<file path="src/inc/cpg_pkg.sv">
// Constants for the codec PLL and gain control register bank.
// Assumes a 16-bit register word reached over the host serial port.
package cpg_pkg;

	// ----------------------------------------------------------------
	// Register addresses
	// ----------------------------------------------------------------
	localparam logic [5:0]  CPG_ADDR_PLL_INT  = 6'h1B;
	localparam logic [5:0]  CPG_ADDR_PLL_FRAC = 6'h1C;
	localparam logic [5:0]  CPG_ADDR_AC4      = 6'h1D;
	localparam logic [5:0]  CPG_ADDR_HS_GAIN  = 6'h1E;

	// ----------------------------------------------------------------
	// Field positions (low bit of each field)
	// ----------------------------------------------------------------
	localparam int          CPG_POS_PLL_ON    = 15;
	localparam int          CPG_POS_QVAL      = 11;
	localparam int          CPG_POS_PVAL      = 8;
	localparam int          CPG_POS_INT_MULT  = 2;
	localparam int          CPG_POS_FRAC      = 2;
	localparam int          CPG_POS_STEP_IN   = 15;
	localparam int          CPG_POS_STEP_DAC  = 14;
	localparam int          CPG_POS_STEP_ST   = 13;
	localparam int          CPG_POS_STEP_CP   = 12;
	localparam int          CPG_POS_STEP_BZ   = 11;
	localparam int          CPG_POS_HYST      = 9;
	localparam int          CPG_POS_HED_BIAS  = 7;
	localparam int          CPG_POS_HND_BIAS  = 6;
	localparam int          CPG_POS_SHORT     = 1;
	localparam int          CPG_POS_HS_MUTE   = 15;
	localparam int          CPG_POS_HS_GAIN   = 8;
	localparam int          CPG_POS_AGC_TGT   = 5;
	localparam int          CPG_POS_AGC_TC    = 1;
	localparam int          CPG_POS_AGC_ON    = 0;

	// ----------------------------------------------------------------
	// Reset values and limits
	// ----------------------------------------------------------------
	localparam logic [3:0]  CPG_RST_QVAL      = 4'h2;
	localparam logic [2:0]  CPG_RST_PVAL      = 3'h0;
	localparam logic [5:0]  CPG_RST_INT_MULT  = 6'h01;
	localparam logic [13:0] CPG_RST_FRAC      = 14'h0000;
	localparam logic [13:0] CPG_FRAC_MAX      = 14'h270F;
	localparam logic        CPG_RST_HS_MUTE   = 1'h1;
	localparam logic [6:0]  CPG_RST_HS_GAIN   = 7'h7F;
	localparam logic [2:0]  CPG_RST_AGC_TGT   = 3'h0;
	localparam logic [3:0]  CPG_RST_AGC_TC    = 4'h0;
	localparam logic [3:0]  CPG_RST_BZ_GAIN   = 4'hF;

	// ----------------------------------------------------------------
	// Serial frame: 16 command bits then 16 data bits
	// ----------------------------------------------------------------
	localparam logic [3:0]  CPG_LAST_BIT      = 4'hF;
	localparam int          CPG_CMD_READ_BIT  = 15;

endpackage : cpg_pkg

</file>
<file path="src/cpg_gain_ramp.sv">
// Soft-stepping ramp for one gain stage, one code step per sample tick.
// Assumes tick is a one-cycle pulse at the reference sample rate.
`timescale 1ns/100ps
module cpg_gain_ramp
	import cpg_pkg::*;
#(
	parameter int         W   = 7,
	parameter logic [W-1:0] RST = '0
) (
	input  wire logic         clk,
	input  wire logic         rst_n,
	input  wire logic [W-1:0] target,
	input  wire logic         step_off,
	input  wire logic         tick,
	output logic      [W-1:0] applied,
	output logic              settled
);

	typedef struct packed {
		logic [W-1:0] applied;
	} cpg_ramp_t;

	cpg_ramp_t st;
	cpg_ramp_t next_st;

	always_comb begin
		next_st = st;
		if (step_off) begin
			next_st.applied = target;
		end else if (tick) begin
			if (st.applied < target) begin
				next_st.applied = st.applied + W'(1);
			end else if (st.applied > target) begin
				next_st.applied = st.applied - W'(1);
			end
		end
	end

	always_ff @(posedge clk) begin
		if (!rst_n) begin
			st.applied <= RST;
		end else begin
			st <= next_st;
		end
	end

	assign applied = st.applied;
	assign settled = (st.applied == target);

endmodule : cpg_gain_ramp

</file>
<file path="src/cpg_serial_port.sv">
// Host serial port slave: 16-bit command then 16-bit data, mode 0.
// Assumes serial inputs are synchronous to clk and sclk is slower than clk/2.
`timescale 1ns/100ps
module cpg_serial_port
	import cpg_pkg::*;
(
	input  wire logic        clk,
	input  wire logic        rst_n,
	input  wire logic        spi_cs_n,
	input  wire logic        spi_sclk,
	input  wire logic        spi_mosi,
	output logic             spi_miso,
	output logic             spi_miso_oe,
	output logic      [5:0]  reg_addr,
	output logic      [15:0] reg_wdata,
	output logic             reg_wr,
	input  wire logic [15:0] reg_rdata
);

	typedef enum logic [1:0] {
		CPG_SP_IDLE = 2'b00,
		CPG_SP_CMD  = 2'b01,
		CPG_SP_DATA = 2'b10,
		CPG_SP_WAIT = 2'b11
	} cpg_sp_state_t;

	typedef struct packed {
		cpg_sp_state_t state;
		logic          sclk_q;
		logic [3:0]    cnt;
		logic [15:0]   shreg;
		logic [15:0]   rd_sh;
		logic          is_read;
		logic          load;
		logic [5:0]    addr;
		logic          miso;
		logic          oe;
		logic          wr;
	} cpg_sp_t;

	cpg_sp_t st;
	cpg_sp_t next_st;
	logic    rise;
	logic    fall;

	always_comb begin
		next_st        = st;
		rise           = spi_sclk & ~st.sclk_q;
		fall           = ~spi_sclk & st.sclk_q;
		next_st.sclk_q = spi_sclk;
		next_st.wr     = 1'b0;
		next_st.load   = 1'b0;
		if (spi_cs_n) begin
			next_st.state = CPG_SP_IDLE;
			next_st.oe    = 1'b0;
		end else begin
			unique case (st.state)
				CPG_SP_IDLE: begin
					next_st.state = CPG_SP_CMD;
					next_st.cnt   = 4'h0;
				end
				CPG_SP_CMD: begin
					if (rise) begin
						next_st.shreg = {st.shreg[14:0], spi_mosi};
						next_st.cnt   = st.cnt + 4'h1;
						if (st.cnt == CPG_LAST_BIT) begin
							next_st.is_read = st.shreg[CPG_CMD_READ_BIT-1];
							next_st.addr    = {st.shreg[4:0], spi_mosi};
							next_st.load    = 1'b1;
							next_st.state   = CPG_SP_DATA;
						end
					end
				end
				CPG_SP_DATA: begin
					if (st.load && st.is_read) begin
						next_st.rd_sh = reg_rdata;
						next_st.miso  = reg_rdata[15];
						next_st.oe    = 1'b1;
					end else if (fall && st.is_read) begin
						// First fall re-presents bit 15 so it stands before the first data rise
						next_st.rd_sh = {st.rd_sh[14:0], 1'b0};
						next_st.miso  = st.rd_sh[15];
					end
					if (rise) begin
						next_st.shreg = {st.shreg[14:0], spi_mosi};
						next_st.cnt   = st.cnt + 4'h1;
						if (st.cnt == CPG_LAST_BIT) begin
							next_st.wr    = ~st.is_read;
							next_st.state = CPG_SP_WAIT;
						end
					end
				end
				CPG_SP_WAIT: begin
					// Extra clocks after a frame are ignored until deselect
					next_st.state = CPG_SP_WAIT;
				end
			endcase
		end
	end

	always_ff @(posedge clk) begin
		if (!rst_n) begin
			st.state   <= CPG_SP_IDLE;
			st.sclk_q  <= 1'b0;
			st.cnt     <= 4'h0;
			st.shreg   <= 16'h0000;
			st.rd_sh   <= 16'h0000;
			st.is_read <= 1'b0;
			st.load    <= 1'b0;
			st.addr    <= 6'h00;
			st.miso    <= 1'b0;
			st.oe      <= 1'b0;
			st.wr      <= 1'b0;
		end else begin
			st <= next_st;
		end
	end

	assign spi_miso    = st.miso;
	assign spi_miso_oe = st.oe;
	assign reg_addr    = st.addr;
	assign reg_wdata   = st.shreg;
	assign reg_wr      = st.wr;

endmodule : cpg_serial_port

</file>
<file path="src/cpg_regs.sv">
// Codec PLL multiplier, soft-stepping, bias and handset gain register bank.
// Assumes fs_ref_tick pulses once per reference sample period and that the
// short-circuit detector and AGC loop sit outside, synchronous to clk.
//
// Summary of operation
// - Six-bit integer multiplier, zero invalid, resets one
// - Fraction 0..9999, larger values act as 9999
// - PLL register low two bits read zero
// - Five step-off bits, zero steps, reset zero
// - Sidetone and cellphone step 0.5 dB per tick
// - Buzzer steps 3 dB per tick
// - Hysteresis 1/2/4/none, only with AGC
// - Headset and handset bias voltage selects
// - Audio control reserved bits read zero
// - Read-only headphone short-circuit flag, resets zero
// - Handset mute bit, resets muted
// - Handset gain 0.5 dB per code, resets max
// - AGC active: gain readback as signed value
// - Three-bit AGC target level, resets zero
// - Four-bit AGC time constant, resets zero
// - AGC enable hands gain stage to AGC while the handset input is selected
// - PLL enable gates multiplier valid flag; integer multiplier goes out raw, fraction clamped to 9999
`timescale 1ns/100ps
module cpg_regs
	import cpg_pkg::*;
(
	input  wire logic        clk,
	input  wire logic        rst_n,
	// Host serial port
	input  wire logic        spi_cs_n,
	input  wire logic        spi_sclk,
	input  wire logic        spi_mosi,
	output logic             spi_miso,
	output logic             spi_miso_oe,
	// Sample timing and analog status
	input  wire logic        fs_ref_tick,
	input  wire logic        headphone_short,
	input  wire logic        handset_selected,
	input  wire logic [7:0]  agc_applied_gain,
	// Gain targets owned by neighbouring registers
	input  wire logic [6:0]  sidetone_gain_target,
	input  wire logic [6:0]  cellphone_gain_target,
	input  wire logic [3:0]  buzzer_gain_target,
	// PLL controls
	output logic             pll_on,
	output logic      [3:0]  pll_q_div,
	output logic      [2:0]  pll_p_div,
	output logic      [5:0]  pll_int_mult,
	output logic      [13:0] pll_frac_mult,
	output logic             pll_mult_valid,
	// Stepping controls and applied gains
	output logic             input_gain_step_off,
	output logic             dac_gain_step_off,
	output logic      [6:0]  sidetone_gain_applied,
	output logic      [6:0]  cellphone_gain_applied,
	output logic      [3:0]  buzzer_gain_applied,
	output logic             cellphone_gain_settled,
	// Microphone AGC and bias
	output logic      [2:0]  agc_hysteresis_db,
	output logic      [1:0]  headset_bias_out,
	output logic             handset_bias_out,
	// Handset gain stage
	output logic             handset_mute,
	output logic      [7:0]  handset_pga_gain,
	output logic             handset_agc_on,
	output logic      [2:0]  handset_agc_target,
	output logic      [3:0]  handset_agc_timeconst
);

	// ----------------------------------------------------------------
	// Helpers
	// ----------------------------------------------------------------
	function automatic logic [13:0] cpg_clamp_frac(input logic [13:0] v);
		cpg_clamp_frac = (v > CPG_FRAC_MAX) ? CPG_FRAC_MAX : v;
	endfunction : cpg_clamp_frac

	function automatic logic [2:0] cpg_hyst_db(input logic [1:0] code);
		unique case (code)
			2'h0:    cpg_hyst_db = 3'h1;
			2'h1:    cpg_hyst_db = 3'h2;
			2'h2:    cpg_hyst_db = 3'h4;
			default: cpg_hyst_db = 3'h0;
		endcase
	endfunction : cpg_hyst_db

	// ----------------------------------------------------------------
	// State
	// ----------------------------------------------------------------
	typedef struct packed {
		logic        pll_on;
		logic [3:0]  q_val;
		logic [2:0]  p_val;
		logic [5:0]  int_mult;
		logic [13:0] frac;
		logic        step_in;
		logic        step_dac;
		logic        step_st;
		logic        step_cp;
		logic        step_bz;
		logic [1:0]  hyst;
		logic [1:0]  hed_bias;
		logic        hnd_bias;
		logic        short_flag;
		logic        hs_mute;
		logic [6:0]  hs_gain;
		logic [2:0]  agc_tgt;
		logic [3:0]  agc_tc;
		logic        agc_on;
		logic [13:0] frac_eff;
		logic [7:0]  hs_pga;
		logic [2:0]  hyst_db;
		logic [1:0]  hed_bias_v;
	} cpg_regs_t;

	cpg_regs_t   st;
	cpg_regs_t   next_st;
	logic [5:0]  reg_addr;
	logic [15:0] reg_wdata;
	logic        reg_wr;
	logic [15:0] reg_rdata;
	logic [6:0]  hs_ramp;
	logic        agc_owns;

	// ----------------------------------------------------------------
	// Serial port
	// ----------------------------------------------------------------
	cpg_serial_port u_port (
		.clk         (clk),
		.rst_n       (rst_n),
		.spi_cs_n    (spi_cs_n),
		.spi_sclk    (spi_sclk),
		.spi_mosi    (spi_mosi),
		.spi_miso    (spi_miso),
		.spi_miso_oe (spi_miso_oe),
		.reg_addr    (reg_addr),
		.reg_wdata   (reg_wdata),
		.reg_wr      (reg_wr),
		.reg_rdata   (reg_rdata)
	);

	// ----------------------------------------------------------------
	// Readback
	// ----------------------------------------------------------------
	// Gain fields belong to the AGC only while the handset input is selected
	assign agc_owns = st.agc_on & handset_selected;

	// Reserved, unmapped and unwritten bits fall out of the zero default
	always_comb begin
		reg_rdata = 16'h0000;
		unique case (reg_addr)
			CPG_ADDR_PLL_INT: begin
				reg_rdata[CPG_POS_PLL_ON]                   = st.pll_on;
				reg_rdata[CPG_POS_QVAL +: 4]                = st.q_val;
				reg_rdata[CPG_POS_PVAL +: 3]                = st.p_val;
				reg_rdata[CPG_POS_INT_MULT +: 6]            = st.int_mult;
			end
			CPG_ADDR_PLL_FRAC: begin
				reg_rdata[CPG_POS_FRAC +: 14]               = st.frac;
			end
			CPG_ADDR_AC4: begin
				reg_rdata[CPG_POS_STEP_IN]                  = st.step_in;
				reg_rdata[CPG_POS_STEP_DAC]                 = st.step_dac;
				reg_rdata[CPG_POS_STEP_ST]                  = st.step_st;
				reg_rdata[CPG_POS_STEP_CP]                  = st.step_cp;
				reg_rdata[CPG_POS_STEP_BZ]                  = st.step_bz;
				reg_rdata[CPG_POS_HYST +: 2]                = st.hyst;
				reg_rdata[CPG_POS_HED_BIAS +: 2]            = st.hed_bias;
				reg_rdata[CPG_POS_HND_BIAS]                 = st.hnd_bias;
				reg_rdata[CPG_POS_SHORT]                    = st.short_flag;
			end
			CPG_ADDR_HS_GAIN: begin
				if (agc_owns) begin
					reg_rdata[CPG_POS_HS_GAIN +: 8]         = agc_applied_gain;
				end else begin
					reg_rdata[CPG_POS_HS_MUTE]              = st.hs_mute;
					reg_rdata[CPG_POS_HS_GAIN +: 7]         = st.hs_gain;
				end
				reg_rdata[CPG_POS_AGC_TGT +: 3]             = st.agc_tgt;
				reg_rdata[CPG_POS_AGC_TC +: 4]              = st.agc_tc;
				reg_rdata[CPG_POS_AGC_ON]                   = st.agc_on;
			end
			default: begin
				reg_rdata = 16'h0000;
			end
		endcase
	end

	// ----------------------------------------------------------------
	// Register update
	// ----------------------------------------------------------------
	// A cut frame never pulses reg_wr, so a partial word never lands
	always_comb begin
		next_st            = st;
		// Detector level follows the headphone_short input; software cannot touch it
		next_st.short_flag = headphone_short;
		if (reg_wr) begin
			unique case (reg_addr)
				CPG_ADDR_PLL_INT: begin
					next_st.pll_on   = reg_wdata[CPG_POS_PLL_ON];
					next_st.q_val    = reg_wdata[CPG_POS_QVAL +: 4];
					next_st.p_val    = reg_wdata[CPG_POS_PVAL +: 3];
					next_st.int_mult = reg_wdata[CPG_POS_INT_MULT +: 6];
				end
				CPG_ADDR_PLL_FRAC: begin
					next_st.frac     = reg_wdata[CPG_POS_FRAC +: 14];
				end
				CPG_ADDR_AC4: begin
					next_st.step_in  = reg_wdata[CPG_POS_STEP_IN];
					next_st.step_dac = reg_wdata[CPG_POS_STEP_DAC];
					next_st.step_st  = reg_wdata[CPG_POS_STEP_ST];
					next_st.step_cp  = reg_wdata[CPG_POS_STEP_CP];
					next_st.step_bz  = reg_wdata[CPG_POS_STEP_BZ];
					next_st.hyst     = reg_wdata[CPG_POS_HYST +: 2];
					next_st.hed_bias = reg_wdata[CPG_POS_HED_BIAS +: 2];
					next_st.hnd_bias = reg_wdata[CPG_POS_HND_BIAS];
				end
				CPG_ADDR_HS_GAIN: begin
					// While the AGC owns the stage the gain fields are read-only
					if (!agc_owns) begin
						next_st.hs_mute = reg_wdata[CPG_POS_HS_MUTE];
						next_st.hs_gain = reg_wdata[CPG_POS_HS_GAIN +: 7];
					end
					next_st.agc_tgt  = reg_wdata[CPG_POS_AGC_TGT +: 3];
					next_st.agc_tc   = reg_wdata[CPG_POS_AGC_TC +: 4];
					next_st.agc_on   = reg_wdata[CPG_POS_AGC_ON];
				end
				default: begin
					next_st = next_st;
				end
			endcase
		end
		// Derived outputs, registered so the analog side sees clean levels
		// Clamp on the way out so readback returns what was written
		next_st.frac_eff   = cpg_clamp_frac(next_st.frac);
		next_st.hyst_db    = next_st.agc_on ? cpg_hyst_db(next_st.hyst) : 3'h0;
		next_st.hed_bias_v = {next_st.hed_bias[1], next_st.hed_bias[0] & ~next_st.hed_bias[1]};
		// Manual path keeps bit 7 clear; only the AGC reaches negative codes
		if (agc_owns) begin
			next_st.hs_pga = agc_applied_gain;
		end else begin
			next_st.hs_pga = {1'b0, hs_ramp};
		end
	end

	// Derived fields reset to what their decode of the reset fields gives
	always_ff @(posedge clk) begin
		if (!rst_n) begin
			st.pll_on     <= 1'b0;
			st.q_val      <= CPG_RST_QVAL;
			st.p_val      <= CPG_RST_PVAL;
			st.int_mult   <= CPG_RST_INT_MULT;
			st.frac       <= CPG_RST_FRAC;
			st.step_in    <= 1'b0;
			st.step_dac   <= 1'b0;
			st.step_st    <= 1'b0;
			st.step_cp    <= 1'b0;
			st.step_bz    <= 1'b0;
			st.hyst       <= 2'h0;
			st.hed_bias   <= 2'h0;
			st.hnd_bias   <= 1'b0;
			st.short_flag <= 1'b0;
			st.hs_mute    <= CPG_RST_HS_MUTE;
			st.hs_gain    <= CPG_RST_HS_GAIN;
			st.agc_tgt    <= CPG_RST_AGC_TGT;
			st.agc_tc     <= CPG_RST_AGC_TC;
			st.agc_on     <= 1'b0;
			st.frac_eff   <= CPG_RST_FRAC;
			st.hs_pga     <= {1'b0, CPG_RST_HS_GAIN};
			st.hyst_db    <= 3'h0;
			st.hed_bias_v <= 2'h0;
		end else begin
			st <= next_st;
		end
	end

	// ----------------------------------------------------------------
	// Gain ramps
	// ----------------------------------------------------------------
	cpg_gain_ramp #(.W(7), .RST(CPG_RST_HS_GAIN)) u_hs_ramp (
		.clk      (clk),
		.rst_n    (rst_n),
		.target   (st.hs_gain),
		.step_off (st.step_in),
		.tick     (fs_ref_tick),
		.applied  (hs_ramp),
		.settled  ()
	);

	// Targets live in neighbouring registers; only the step timing is here
	cpg_gain_ramp #(.W(7), .RST(7'h00)) u_st_ramp (
		.clk      (clk),
		.rst_n    (rst_n),
		.target   (sidetone_gain_target),
		.step_off (st.step_st),
		.tick     (fs_ref_tick),
		.applied  (sidetone_gain_applied),
		.settled  ()
	);

	cpg_gain_ramp #(.W(7), .RST(7'h00)) u_cp_ramp (
		.clk      (clk),
		.rst_n    (rst_n),
		.target   (cellphone_gain_target),
		.step_off (st.step_cp),
		.tick     (fs_ref_tick),
		.applied  (cellphone_gain_applied),
		.settled  (cellphone_gain_settled)
	);

	// One buzzer code is 3 dB, so a code step per tick is the full step
	cpg_gain_ramp #(.W(4), .RST(CPG_RST_BZ_GAIN)) u_bz_ramp (
		.clk      (clk),
		.rst_n    (rst_n),
		.target   (buzzer_gain_target),
		.step_off (st.step_bz),
		.tick     (fs_ref_tick),
		.applied  (buzzer_gain_applied),
		.settled  ()
	);

	// ----------------------------------------------------------------
	// Outputs
	// ----------------------------------------------------------------
	// Stored integer code goes out raw; the valid flag marks the zero code
	assign pll_on                = st.pll_on;
	assign pll_q_div             = st.q_val;
	assign pll_p_div             = st.p_val;
	assign pll_int_mult          = st.int_mult;
	assign pll_frac_mult         = st.frac_eff;
	assign pll_mult_valid        = st.pll_on & (st.int_mult != 6'h00);
	assign input_gain_step_off   = st.step_in;
	assign dac_gain_step_off     = st.step_dac;
	assign agc_hysteresis_db     = st.hyst_db;
	assign headset_bias_out      = st.hed_bias_v;
	assign handset_bias_out      = st.hnd_bias;
	assign handset_mute          = st.hs_mute;
	assign handset_pga_gain      = st.hs_pga;
	assign handset_agc_on        = st.agc_on;
	assign handset_agc_target    = st.agc_tgt;
	assign handset_agc_timeconst = st.agc_tc;

endmodule : cpg_regs

</file>
<file path="config.mk">
export PLATFORM = sky130hd
export DESIGN_NAME = cpg_regs
export DESIGN_NICKNAME = d
export VERILOG_FILES = /design/src/inc/cpg_pkg.sv /design/src/cpg_gain_ramp.sv /design/src/cpg_serial_port.sv /design/src/cpg_regs.sv
export SDC_FILE = /design/constraint.sdc
export NUM_CORES = 1
export LEC_CHECK = 0
export BUFFER_PORTS_ARGS = -buffer_cell sky130_fd_sc_hd__buf_2
export CAP_MARGIN = 40
export CORE_MARGIN = 10
export CORE_UTILIZATION = 64
export CTS_CLUSTER_DIAMETER = 40
export CTS_CLUSTER_SIZE = 16
export DETAILED_ROUTE_END_ITERATION = 12
export HOLD_SLACK_MARGIN = 0.06
export PLACE_DENSITY = 0.87
export SETUP_SLACK_MARGIN = 0.5
export SYNTH_ARGS = -nofsm -noshare
export SYNTH_HDL_FRONTEND = slang
export SYNTH_HIERARCHICAL = 1
export SYNTH_SLANG_ARGS = --single-unit
export TNS_END_PERCENT = 100
</file>
<file path="constraint.sdc">
create_clock -name clk -period 6.6 [get_ports clk]
set_clock_uncertainty 0.05 [all_clocks]
set_input_delay 1.98 -clock clk [delete_from_list [all_inputs] [get_ports clk]]
set_output_delay 1.98 -clock clk [all_outputs]
set_load 0.02 [all_outputs]
</file>
**Yosys cells after proc, flatten, opt, wreduce, memory -nomap -nowiden**

Cells that the tools add are included.

- Latch bits: 0
- Output and inout port bits: 75
- Bits in registers: 157
- ROM bits: 0
- Memories: 0
- Input bits: 34
- Memory bits (writable): 0

- $mul: 0
- Bitwise gates (word level): 16
- Multiplexer cells: 41
- Shift operators: 0
- $lt $le $gt $ge: 9
- Reduce and logical (&&, ||, !) cells: 36
- Equal/unequal tests: 16
- Add/subtract/negate cells: 9
- Div/mod/pow operators: 0

Operator list:

| kind | count |
|---|---|
| 7-bit 2-to-1 mux | 14 |
| 68-bit 2-to-1 mux | 1 |
| 16-bit 2-to-1 mux | 3 |
| 10-bit one-hot mux with 4 select lines | 1 |
| 14-bit 2-to-1 mux | 2 |
| 6-bit by 5-bit == test with 1-bit output (second input constant) | 4 |
| 7-bit by 1-bit adder with 7-bit output (second input constant) | 3 |
| 7-bit greater-than comparator | 3 |
| 7-bit less-than comparator | 3 |
| 7-bit by 1-bit subtractor with 7-bit output (second input constant) | 3 |
| 20-bit 2-to-1 mux | 1 |
| 2-bit AND reduction | 10 |
| 4-bit 2-to-1 mux | 4 |
| 8-bit 2-to-1 mux | 2 |
| 14-bit greater-than comparator (second input constant) | 1 |
| 4-bit one-hot mux with 3 select lines | 1 |
| 3-bit AND reduction | 4 |
| 2-bit nonzero test | 6 |
| 3-bit nonzero test | 4 |
| 1-bit inverter | 11 |
| 10-bit 2-to-1 mux | 1 |
| 2-bit by 1-bit inequality test with 1-bit output (second input constant) | 5 |
| 3-bit one-hot mux with 3 select lines | 1 |
| 4-bit by 1-bit adder with 4-bit output (second input constant) | 2 |
| other kinds (20) | 37 |

**Logic depth before layout (Yosys ltp)**

Gate-level depths: netlist of run 1.

- Word-level depth: 6
- Depth in mapped cells: 11
- Depth with buffers taken out: 11

**Hierarchy**

The synthesis of run 1 kept the hierarchy.

By module, submodules not included:

| module | area an instance (um^2) | cells each | times used | seq. area each (um^2) |
|---|---|---|---|---|
| cpg_regs | 3728.6 | 396 | 1 | 1621.6 |
| cpg_serial_port | 2398.6 | 280 | 1 | 1001.0 |
| cpg_gain_ramp at u_st_ramp | 818.3 | 97 | 1 | 140.1 |
| cpg_gain_ramp at u_cp_ramp | 790.8 | 97 | 1 | 140.1 |
| cpg_gain_ramp at u_hs_ramp | 784.5 | 90 | 1 | 140.1 |
| cpg_gain_ramp at u_bz_ramp | 421.7 | 47 | 1 | 80.1 |

**Worst setup path after synthesis of run 1**

OpenSTA, ideal clock, no wires.

- Path type: input-to-output
- Start point: input port cellphone_gain_target[6]
- End point: output port cellphone_gain_settled
- Data arrival time: 2.825 ns
- Data required time: 4.570 ns
- Cell stages on the path: 4
- Path slack: 1.745 ns
- Path buffers: 0
- Path through: inv_1 ha_1 nand4_1 nor2_1

- Longest elaborated chain between the ends: 1

RTL lines:

| item | line | text |
|---|---|---|
| start: declaration | cpg_regs.sv:42 | `input wire logic [6:0] cellphone_gain_target,` |
| 7-bit == test | cpg_gain_ramp.sv:48 | `assign settled = (st.applied == target);` |
| end: declaration | cpg_regs.sv:57 | `output logic cellphone_gain_settled,` |

No other way between the ends.

**Worst setup path in the final report of run 1**

Same ends and word-level chain as after synthesis.

==> results of run 1 <==
metal layers:
metal,track usage (%),wire length [µm],vias up
met5,0,0,-
met4,9.49,576,0
met3,5.55,1760,48
met2,36.3,10600,326
met1,26.5,9150,3515
li1,-,-,3532
worst max-delay path by stage:
stage / start / endpoint / slack [ps]
after global routing: cellphone_gain_target[6] / cellphone_gain_settled / 1500
after global placement: cellphone_gain_target[6] / cellphone_gain_settled / 1630
after CTS: cellphone_gain_target[6] / cellphone_gain_settled / 1580
after floorplan: cellphone_gain_target[6] / cellphone_gain_settled / 1750
after detailed placement: cellphone_gain_target[6] / cellphone_gain_settled / 1590
final: cellphone_gain_target[6] / cellphone_gain_settled / 1570
tightest hold or removal path, stage by stage (launching register included):
cell     delay [ps]
dfxtp_1         330
a31oi_1          40
nor2_1           70
per-stage QoR:
stage          worst slack (ps)  cells  instance area [µm²]
2_1_floorplan              1750   1004                 8930
3_3_place_gp               1630   1185                 8990
3_5_place_dp               1590   1187                 9020
4_1_cts                    1580   1219                 9570
5_1_grt                    1500   1219                 9570
6_report                   1570   1219                 9570
power groups by stage:
| stage | combinational (mW) | sequential (mW) | clock [mW] |
|---|---|---|---|
| finish | 1.09 | 1.10 | 0.918 |
| global route | 1.21 | 1.11 | 0.969 |
| CTS | 1.08 | 1.10 | 0.931 |
| detailed placement | 1.07 | 1.12 | 0 |
| global placement | 1.02 | 1.11 | 0 |
| floorplan | 0.810 | 1.15 | 0 |
layout make-up:
cell class	instances	share of cell area (%)
Clock buffer	21	4.81
Timing Repair Buffer	114	6.29
Tap cell	180	2.35
Multi-Input combinational cell	689	51.1
Inverter	48	1.88
Clock inverter	11	0.993
Sequential cell	156	32.6
registers in the layout, summed over array words and instances, names as in the netlist, 3 cells and up:
| name | flops |
|---|---|
| agc_hysteresis_db | 3 |
| handset_agc_target | 3 |
| handset_agc_timeconst | 4 |
| handset_pga_gain | 8 |
| pll_frac_mult | 14 |
| pll_int_mult | 6 |
| pll_p_div | 3 |
| pll_q_div | 4 |
| st | 29 |
| u_bz_ramp/applied | 4 |
| u_cp_ramp/applied | 7 |
| u_hs_ramp/applied | 7 |
| u_port/reg_addr | 6 |
| u_port/reg_wdata | 16 |
| u_port/st | 25 |
| u_st_ramp/applied | 7 |
==> reports/results.ini, run 1 <==
[outcome]
status = finished, final reports clean

[power]
p_total_mw = 3.11
p_clk_share_pct = 29.5
power_leakage_nw = 4.42
pwr-share-comb_pct = 35.2
p_sw_share_pct = 35.0
irDropWorstVdd_mv = 0.161
p_sw_mw = 1.09
power_density_nw_per_um2 = 325
p_seq_share_pct = 35.3
power.internal_mw = 2.02

[timing]
fin_crit_sh_pct = 76.1
drv_slew = 0
relSlewSlack_pct = 43.3
finalSetupViolations = 0
holdWs_ps = 421
fin_setup_tns_ps = 0
rsz0062_at_grt = false
hold_viol = 0
max_slew.worst_pin.slew_ps = 849
fin_crit_ps = 5030
fmax_mhz = 199

[routing]
wire_per_inst_um = 18.1
drt_wl_total_um = 22100
drtIter0Drc = 681
avgViaCountPerCell = 6.09
dr_total_vias = 7421
drtPass1Iterations = 5
ant_nets = 0
drc = 0

[clocking]
numCtsBuffers = 17
h-tree-depth = 4
clk_pin_slew_ps = 60
clkLatencyLatePin_ps = 430
post-cts-setup-buffers = 0
ctsResizeCount = 0
clockBufferDepth = 2
clock_sinks = 156
ctsRootBufferMaster = clkbuf_16
hold_buffers = 0
cts_tree = built

[yosys]
syn_area_per_cell_um2 = 8.90
syn-cell-area_um2 = 8930
ys_warn_count = 6
syn_inst = 1004
syn_nets = 1091

[place]
dp.final_hpwl_um = 15500
portBuffers = 108
gp_congestion = 0.908

[final_layout]
antennaDiodeCount = 0
fin_nets = 1113
final_common_cell = dfxtp_1
fillers = 1022
register_area_um2 = 3120
areaGrowthSynthToFinish_pct = 7.20
layout_common_cells = dfxtp_1 (156), nand2_1 (117), buf_2 (108), nor2_1 (72), mux2i_1 (66)
drive_above_1_share_pct = 19.8
multiInputGateArea_um2 = 4890
final_core_util_pct = 69.5

[critical_path]
cp.arrival_ps = 3000
worstSetupPathType = in2out
crit_chain = buf_2 -> inv_1 -> ha_1 -> nand4_1 -> nor2_1 -> buf_2
r2r_cells = 11
path_buf_inv = 3
critPathLaunchType = input pin
cpPeakStageDelay_ps = 320
cp_num_cells = 6
rrSetupSlack_ps = 3490
end_kind = output pin
r2r_start = st[41]
r2r-end = u_hs_ramp/applied[6]
critPathRequiredTime_ps = 4570
crit_path_max_fanout = 4
slowest_stage = ha_1
cpLargestDelayFamily = simple AND/OR/NAND/NOR gates
cpMostUsedCell = buf_2

[floorplanning]
start_util_pct = 64.8
num_io_pins = 109
die_h_um = 138
rows = 43
die_area_um2 = 19100
die_w_um = 138
design.core.area_um2 = 13800

[hold_path]
min_path_type = reg2reg
hold_end = u_port/spi_miso_oe
min-delay-start = u_port/spi_miso_oe
min_path_cells = 2

[grt]
grt_max_degree = 71
grt_overflow = 0
antenna_found_initial = 0
grt_pass1_wl_um = 35800
grt_pass1_vias = 7273
grt_use_total_pct = 22.0

[job]
drv_cap = 0

Power figures use the tool's default switching activity.
==> run 2: changes to the inputs <==
--- a/config.mk
+++ b/config.mk
@@ -8,12 +8,12 @@
 export BUFFER_PORTS_ARGS = -buffer_cell sky130_fd_sc_hd__buf_2
 export CAP_MARGIN = 40
 export CORE_MARGIN = 10
-export CORE_UTILIZATION = 64
+export CORE_UTILIZATION = 59
 export CTS_CLUSTER_DIAMETER = 40
 export CTS_CLUSTER_SIZE = 16
 export DETAILED_ROUTE_END_ITERATION = 12
 export HOLD_SLACK_MARGIN = 0.06
-export PLACE_DENSITY = 0.87
+export PLACE_DENSITY = 0.81
 export SETUP_SLACK_MARGIN = 0.5
 export SYNTH_ARGS = -nofsm -noshare
 export SYNTH_HDL_FRONTEND = slang
==> constraint.sdc (replaced) <==
create_clock -name clk -period 5.04 [get_ports clk]
set_clock_uncertainty 0.05 [all_clocks]
set_input_delay 1.512 -clock clk [delete_from_list [all_inputs] [get_ports clk]]
set_output_delay 1.512 -clock clk [all_outputs]
set_load 0.02 [all_outputs]
==> run 2 against run 1 <==
  * Setup slack got worse by 610 ps
  * Critical path depth did not move
  * Register-to-register slack got worse by 1600 ps
  * Routed wire length fell by 0.92%
  * Global-route usage fell by 1.1 points
  * Cell count rose by 0.49%
  * Largest cell class unchanged
  * Largest power group unchanged
==> reports/results.ini, run 2 (synthesis gave the netlist of run 1 again) <==
[outcome]
status = finished, final reports clean

[routing]
dr_total_vias = 7339
drtPass1Iterations = 6
ant_nets = 0
avgViaCountPerCell = 5.99
wire_per_inst_um = 17.8
drt_wl_total_um = 21900
drtIter0Drc = 509
drc = 0

[final_layout]
fin_nets = 1115
antennaDiodeCount = 0
final_common_cell = dfxtp_1
largest_reg_flops = 29
regMostFlops = st
layout_common_cells = dfxtp_1 (156), nand2_1 (117), buf_2 (108), nor2_1 (72), mux2i_1 (66)
drive_above_1_share_pct = 20.1
areaGrowthSynthToFinish_pct = 7.69
final_core_util_pct = 65.4

[floorplanning]
die_w_um = 143
die_h_um = 143
design.core.area_um2 = 14700
num_io_pins = 109
die_area_um2 = 20500
rows = 44
start_util_pct = 60.8

[timing]
max_slew.worst_pin.slew_ps = 777
fin_crit_ps = 4080
rsz0062_at_grt = false
layout_setup_ws_ps = 962
fin_setup_tns_ps = 0
relSlewSlack_pct = 48.1
fmax_mhz = 245
finalSetupViolations = 0
fin_crit_sh_pct = 80.9
drv_slew = 0
hold_viol = 0

[critical_path]
critPathLaunchType = input pin
crit_path_start = cellphone_gain_target[6]
cp.arrival_ps = 2520
worstSetupPathType = in2out
cpMostUsedCell = buf_2
crit_chain = buf_2 -> inv_1 -> ha_1 -> nand4_1 -> nor2_1 -> buf_2
critPathRequiredTime_ps = 3480
end_kind = output pin
rrSetupSlack_ps = 1880
r2r_start = st[37]
crit_end = cellphone_gain_settled
cpPeakStageDelay_ps = 320
slowest_stage = ha_1
crit_path_max_fanout = 4
r2r-end = u_hs_ramp/applied[6]
path_buf_inv = 3
r2r_cells = 11
cp_num_cells = 6
cpLargestDelayFamily = simple AND/OR/NAND/NOR gates

[clocking]
clk_pin_slew_ps = 60
numCtsBuffers = 17
cts_tree = built
h-tree-depth = 4
ctsRootBufferMaster = clkbuf_16
clkLatencyLatePin_ps = 420
ctsResizeCount = 0
clockBufferDepth = 2
clock_sinks = 156
post-cts-setup-buffers = 0
hold_buffers = 0

[power]
power_density_nw_per_um2 = 427
irDropWorstVdd_mv = 0.211
power_leakage_nw = 4.44

[grt]
grt_max_degree = 60
grt_pass1_vias = 6943
antenna_found_initial = 0
met3_usage_pct = 5.14
grt_overflow = 0
grt_use_met1_pct = 25.9
top_usage_layer = met2
grt_use_total_pct = 20.9
grt_util_met2_pct = 33.7
grt_pass1_wl_um = 34800

[place]
post-place-ws_ps = 809
portBuffers = 108
dp.final_hpwl_um = 15500
gp_congestion = 0.909

[job]
drv_cap = 0

[hold_path]
min_path_type = reg2reg

==> run 2: worst min-delay path by stage <==
stage                                    start                   end  slack (ps)  cells after the start
after floorplan           u_port/reg_wdata[15]  u_port/reg_wdata[15]         390                      2
after global placement      u_port/spi_miso_oe    u_port/spi_miso_oe         410                      2
after detailed placement       pll_int_mult[1]       pll_int_mult[1]         420                      2
after CTS                      pll_int_mult[1]       pll_int_mult[1]         430                      2
after global routing        u_port/spi_miso_oe    u_port/spi_miso_oe         460                      2
final                       u_port/spi_miso_oe    u_port/spi_miso_oe         440                      2
==> run 2: power breakdown <==
| part | leakage (nW) | switching (mW) | internal [mW] | total [mW] |
|---|---|---|---|---|
| registers | 1.26 | 0.107 | 1.33 | 1.43 |
| clock network | 0.265 | 0.524 | 0.729 | 1.25 |
| logic | 2.91 | 0.799 | 0.618 | 1.42 |
==> run 2: metal layers <==
metal	up-vias	share of wire [%]
met1	3474	43
met3	40	7.3
met2	281	47
li1	3544	-
met4	0	2.6
met5	-	0
==> run 2: final cells by class <==
cell class / count / area [µm²]
repair buffers: 116 / 621
clock buffers: 18 / 429
clock inverters: 14 / 146
well taps: 184 / 230
flip-flops and latches: 156 / 3120
inverters: 48 / 180
fillers: 1188 / 5080
multi-input cells: 689 / 4890
==> run 2: tightest hold or removal path: cells and delay by family (launching register included) <==
kind	cells	cell delay (ps)
AOI/OAI and AO/OA	1	40
and+or+nand+nor	1	70
DFF	1	330
==> run 2: through the flow <==
step / instance area (µm²) / hold WS [ps] / power (mW) / cells
6_report: 9620 / 435 / 4.10 / 1225
5_1_grt: 9620 / 464 / 4.34 / 1225
4_1_cts: 9620 / 433 / 4.10 / 1225
3_5_place_dp: 9040 / 423 / 2.85 / 1193
3_3_place_gp: 9010 / 409 / 2.81 / 1191
2_1_floorplan: 8930 / 385 / 2.56 / 1004
==> run 3: changes to the inputs <==
==> constraint.sdc (replaced) <==
create_clock -name clk -period 4 [get_ports clk]
set_clock_uncertainty 0.05 [all_clocks]
set_input_delay 1.2 -clock clk [delete_from_list [all_inputs] [get_ports clk]]
set_output_delay 1.2 -clock clk [all_outputs]
set_load 0.02 [all_outputs]
==> run 3 against run 2 <==
  * Setup slack got worse by 400 ps
  * Flip-flop and latch count unchanged
  * Power increased by 27%
  * Sequential share of layout area about the same
  * Cell area increased by 0.13%
  * Routed wire length increased by 0.50%
  * Global-route usage increased by 0.27 points
  * Clock-buffer cell count increased by 7
  * Sequential power increased by 27%
  * Via count decreased by 1.0%
  * Clock power increased by 27%
  * Critical path type unchanged
  * Largest power group unchanged
==> reports/results.ini, run 3 (synthesis gave the netlist of run 1 again) <==
[outcome]
status = finished, final reports clean

[routing]
ant_nets = 0
avgViaCountPerCell = 5.94
drtPass1Iterations = 5
drtIter0Drc = 535
drc = 0
wire_per_inst_um = 18.0
dr_total_vias = 7262
drt_wl_total_um = 22000

[critical_path]
rrSetupSlack_ps = 860
end_kind = output pin
r2r-end = u_hs_ramp/applied[6]
critPathRequiredTime_ps = 2750
crit_path_max_fanout = 4
worstSetupPathType = in2out
critPathLaunchType = input pin
r2r_start = st[37]
r2r_cells = 11
cp.arrival_ps = 2180

[clocking]
cts_tree = built
clkLatencyLatePin_ps = 420
clk_pin_slew_ps = 60
h-tree-depth = 4
ctsRootBufferMaster = clkbuf_16
clock_sinks = 156
clockBufferDepth = 2
numCtsBuffers = 17

[floorplanning]
num_io_pins = 109
die_h_um = 143
die_area_um2 = 20500
start_util_pct = 60.8
rows = 44
design.core.area_um2 = 14700
die_w_um = 143

[power]
p_sw_mw = 1.78
power_density_nw_per_um2 = 542
p_sw_share_pct = 34.1
irDropWorstVdd_mv = 0.273
power_leakage_nw = 4.44
p_total_mw = 5.22
power.internal_mw = 3.44
p_seq_share_pct = 34.8
pwr-share-comb_pct = 34.8
p_clk_share_pct = 30.5

[grt]
grt_pass1_wl_um = 35400
antenna_found_initial = 0
grt_overflow = 0
grt_use_total_pct = 21.2
grt_max_degree = 57
grt_pass1_vias = 7160

[timing]
fin_crit_sh_pct = 85.9
hold_viol = 0
fin_setup_tns_ps = 0
fmax_mhz = 291
layout_setup_ws_ps = 566
max_slew.worst_pin.slew_ps = 762
rsz0062_at_grt = false
finalSetupViolations = 0
relSlewSlack_pct = 49.2
drv_slew = 0
holdWs_ps = 441
fin_crit_ps = 3430

[final_layout]
areaGrowthSynthToFinish_pct = 7.83
largest_reg_flops = 29
regMostFlops = st
layout_common_cells = dfxtp_1 (156), nand2_1 (115), buf_2 (107), nor2_1 (72), mux2i_1 (66)
register_area_um2 = 3120
antennaDiodeCount = 0
fin_nets = 1114
fillers = 1198
multiInputGateArea_um2 = 4910
final_common_cell = dfxtp_1
drive_above_1_share_pct = 20.2

[hold_path]
min_path_type = reg2reg
min-delay-start = pll_int_mult[2]
hold_end = pll_int_mult[2]
min_path_cells = 2

[place]
gp_congestion = 0.891
portBuffers = 108
dp.final_hpwl_um = 15600
post-place-ws_ps = 133

[job]
drv_cap = 0

[run 3: changes by cell type in the layout (fill, tap and decap cells not counted), sizes merged]
| cell | before | now |
|---|---|---|
| clkinvlp | 6 | 2 |
| clkinv | 5 | 3 |
| buf | 116 | 115 |
| inv | 49 | 47 |
| clkbuf | 18 | 25 |
[run 3: how the worst max path moves through the flow]
| stage | cells after the start | start | to | slack, ps |
|---|---|---|---|---|
| finish | 6 | cellphone_gain_target[6] | cellphone_gain_settled | 570 |
| global route | 6 | cellphone_gain_target[6] | cellphone_gain_settled | 500 |
| CTS | 12 | cellphone_gain_target[6] | u_cp_ramp/applied[6] | 560 |
| detailed placement | 12 | cellphone_gain_target[6] | u_cp_ramp/applied[6] | 130 |
| global placement | 12 | cellphone_gain_target[6] | u_cp_ramp/applied[6] | 230 |
| floorplan | 11 | cellphone_gain_target[6] | u_cp_ramp/applied[6] | 470 |
[run 3: area by class of cell]
cell class                 count  area share (%)
multi-input combinational    689            51.0
sequential                   156            32.4
timing repair buffer         115            6.31
clock buffer                  25            5.14
tap                          184            2.39
inverter                      48            1.87
clock inverter                 6           0.883
[run 3: metal layers]
| metal | up-vias | part of all wire (%) | track usage [%] |
|---|---|---|---|
| li1 | 3538 | - | - |
| met1 | 3449 | 44 | 25.9 |
| met2 | 242 | 48 | 35.4 |
| met3 | 33 | 6.4 | 4.81 |
| met4 | 0 | 2.1 | 8.52 |
| met5 | - | 0 | 0 |
[run 3: repair_timing]
| item | in CTS | in global routing |
|---|---|---|
| resized for setup | 0 | 4 |
| hold buffers | 0 | 0 |
| buffers inserted | 0 | 1 |
| endpoints found under the setup margin | 0 | 3 |
[run 3: power groups by stage]
stage	clock network (mW)	registers [mW]	logic (mW)
4_1_cts	1.61	1.81	1.78
3_3_place_gp	0	1.84	1.70
6_report	1.59	1.81	1.81
5_1_grt	1.68	1.83	2.00
2_1_floorplan	0	1.89	1.34
3_5_place_dp	0	1.85	1.77
[run 3: worst max-delay path: stages]
cell and delay, ps:
buf_2 90, inv_1 40, ha_1 320, nand4_1 210, nor2_1 170, buf_4 160
[run 3: per-stage QoR]
stage                     area (µm²)  utilization, %  std cells
after floorplan                 8940               -       1004
after CTS                       9610            65.4       1222
after global routing            9630            65.5       1223
final                           9630            65.5       1223
after detailed placement        9030            61.4       1191
after global placement          9010            61.3       1190
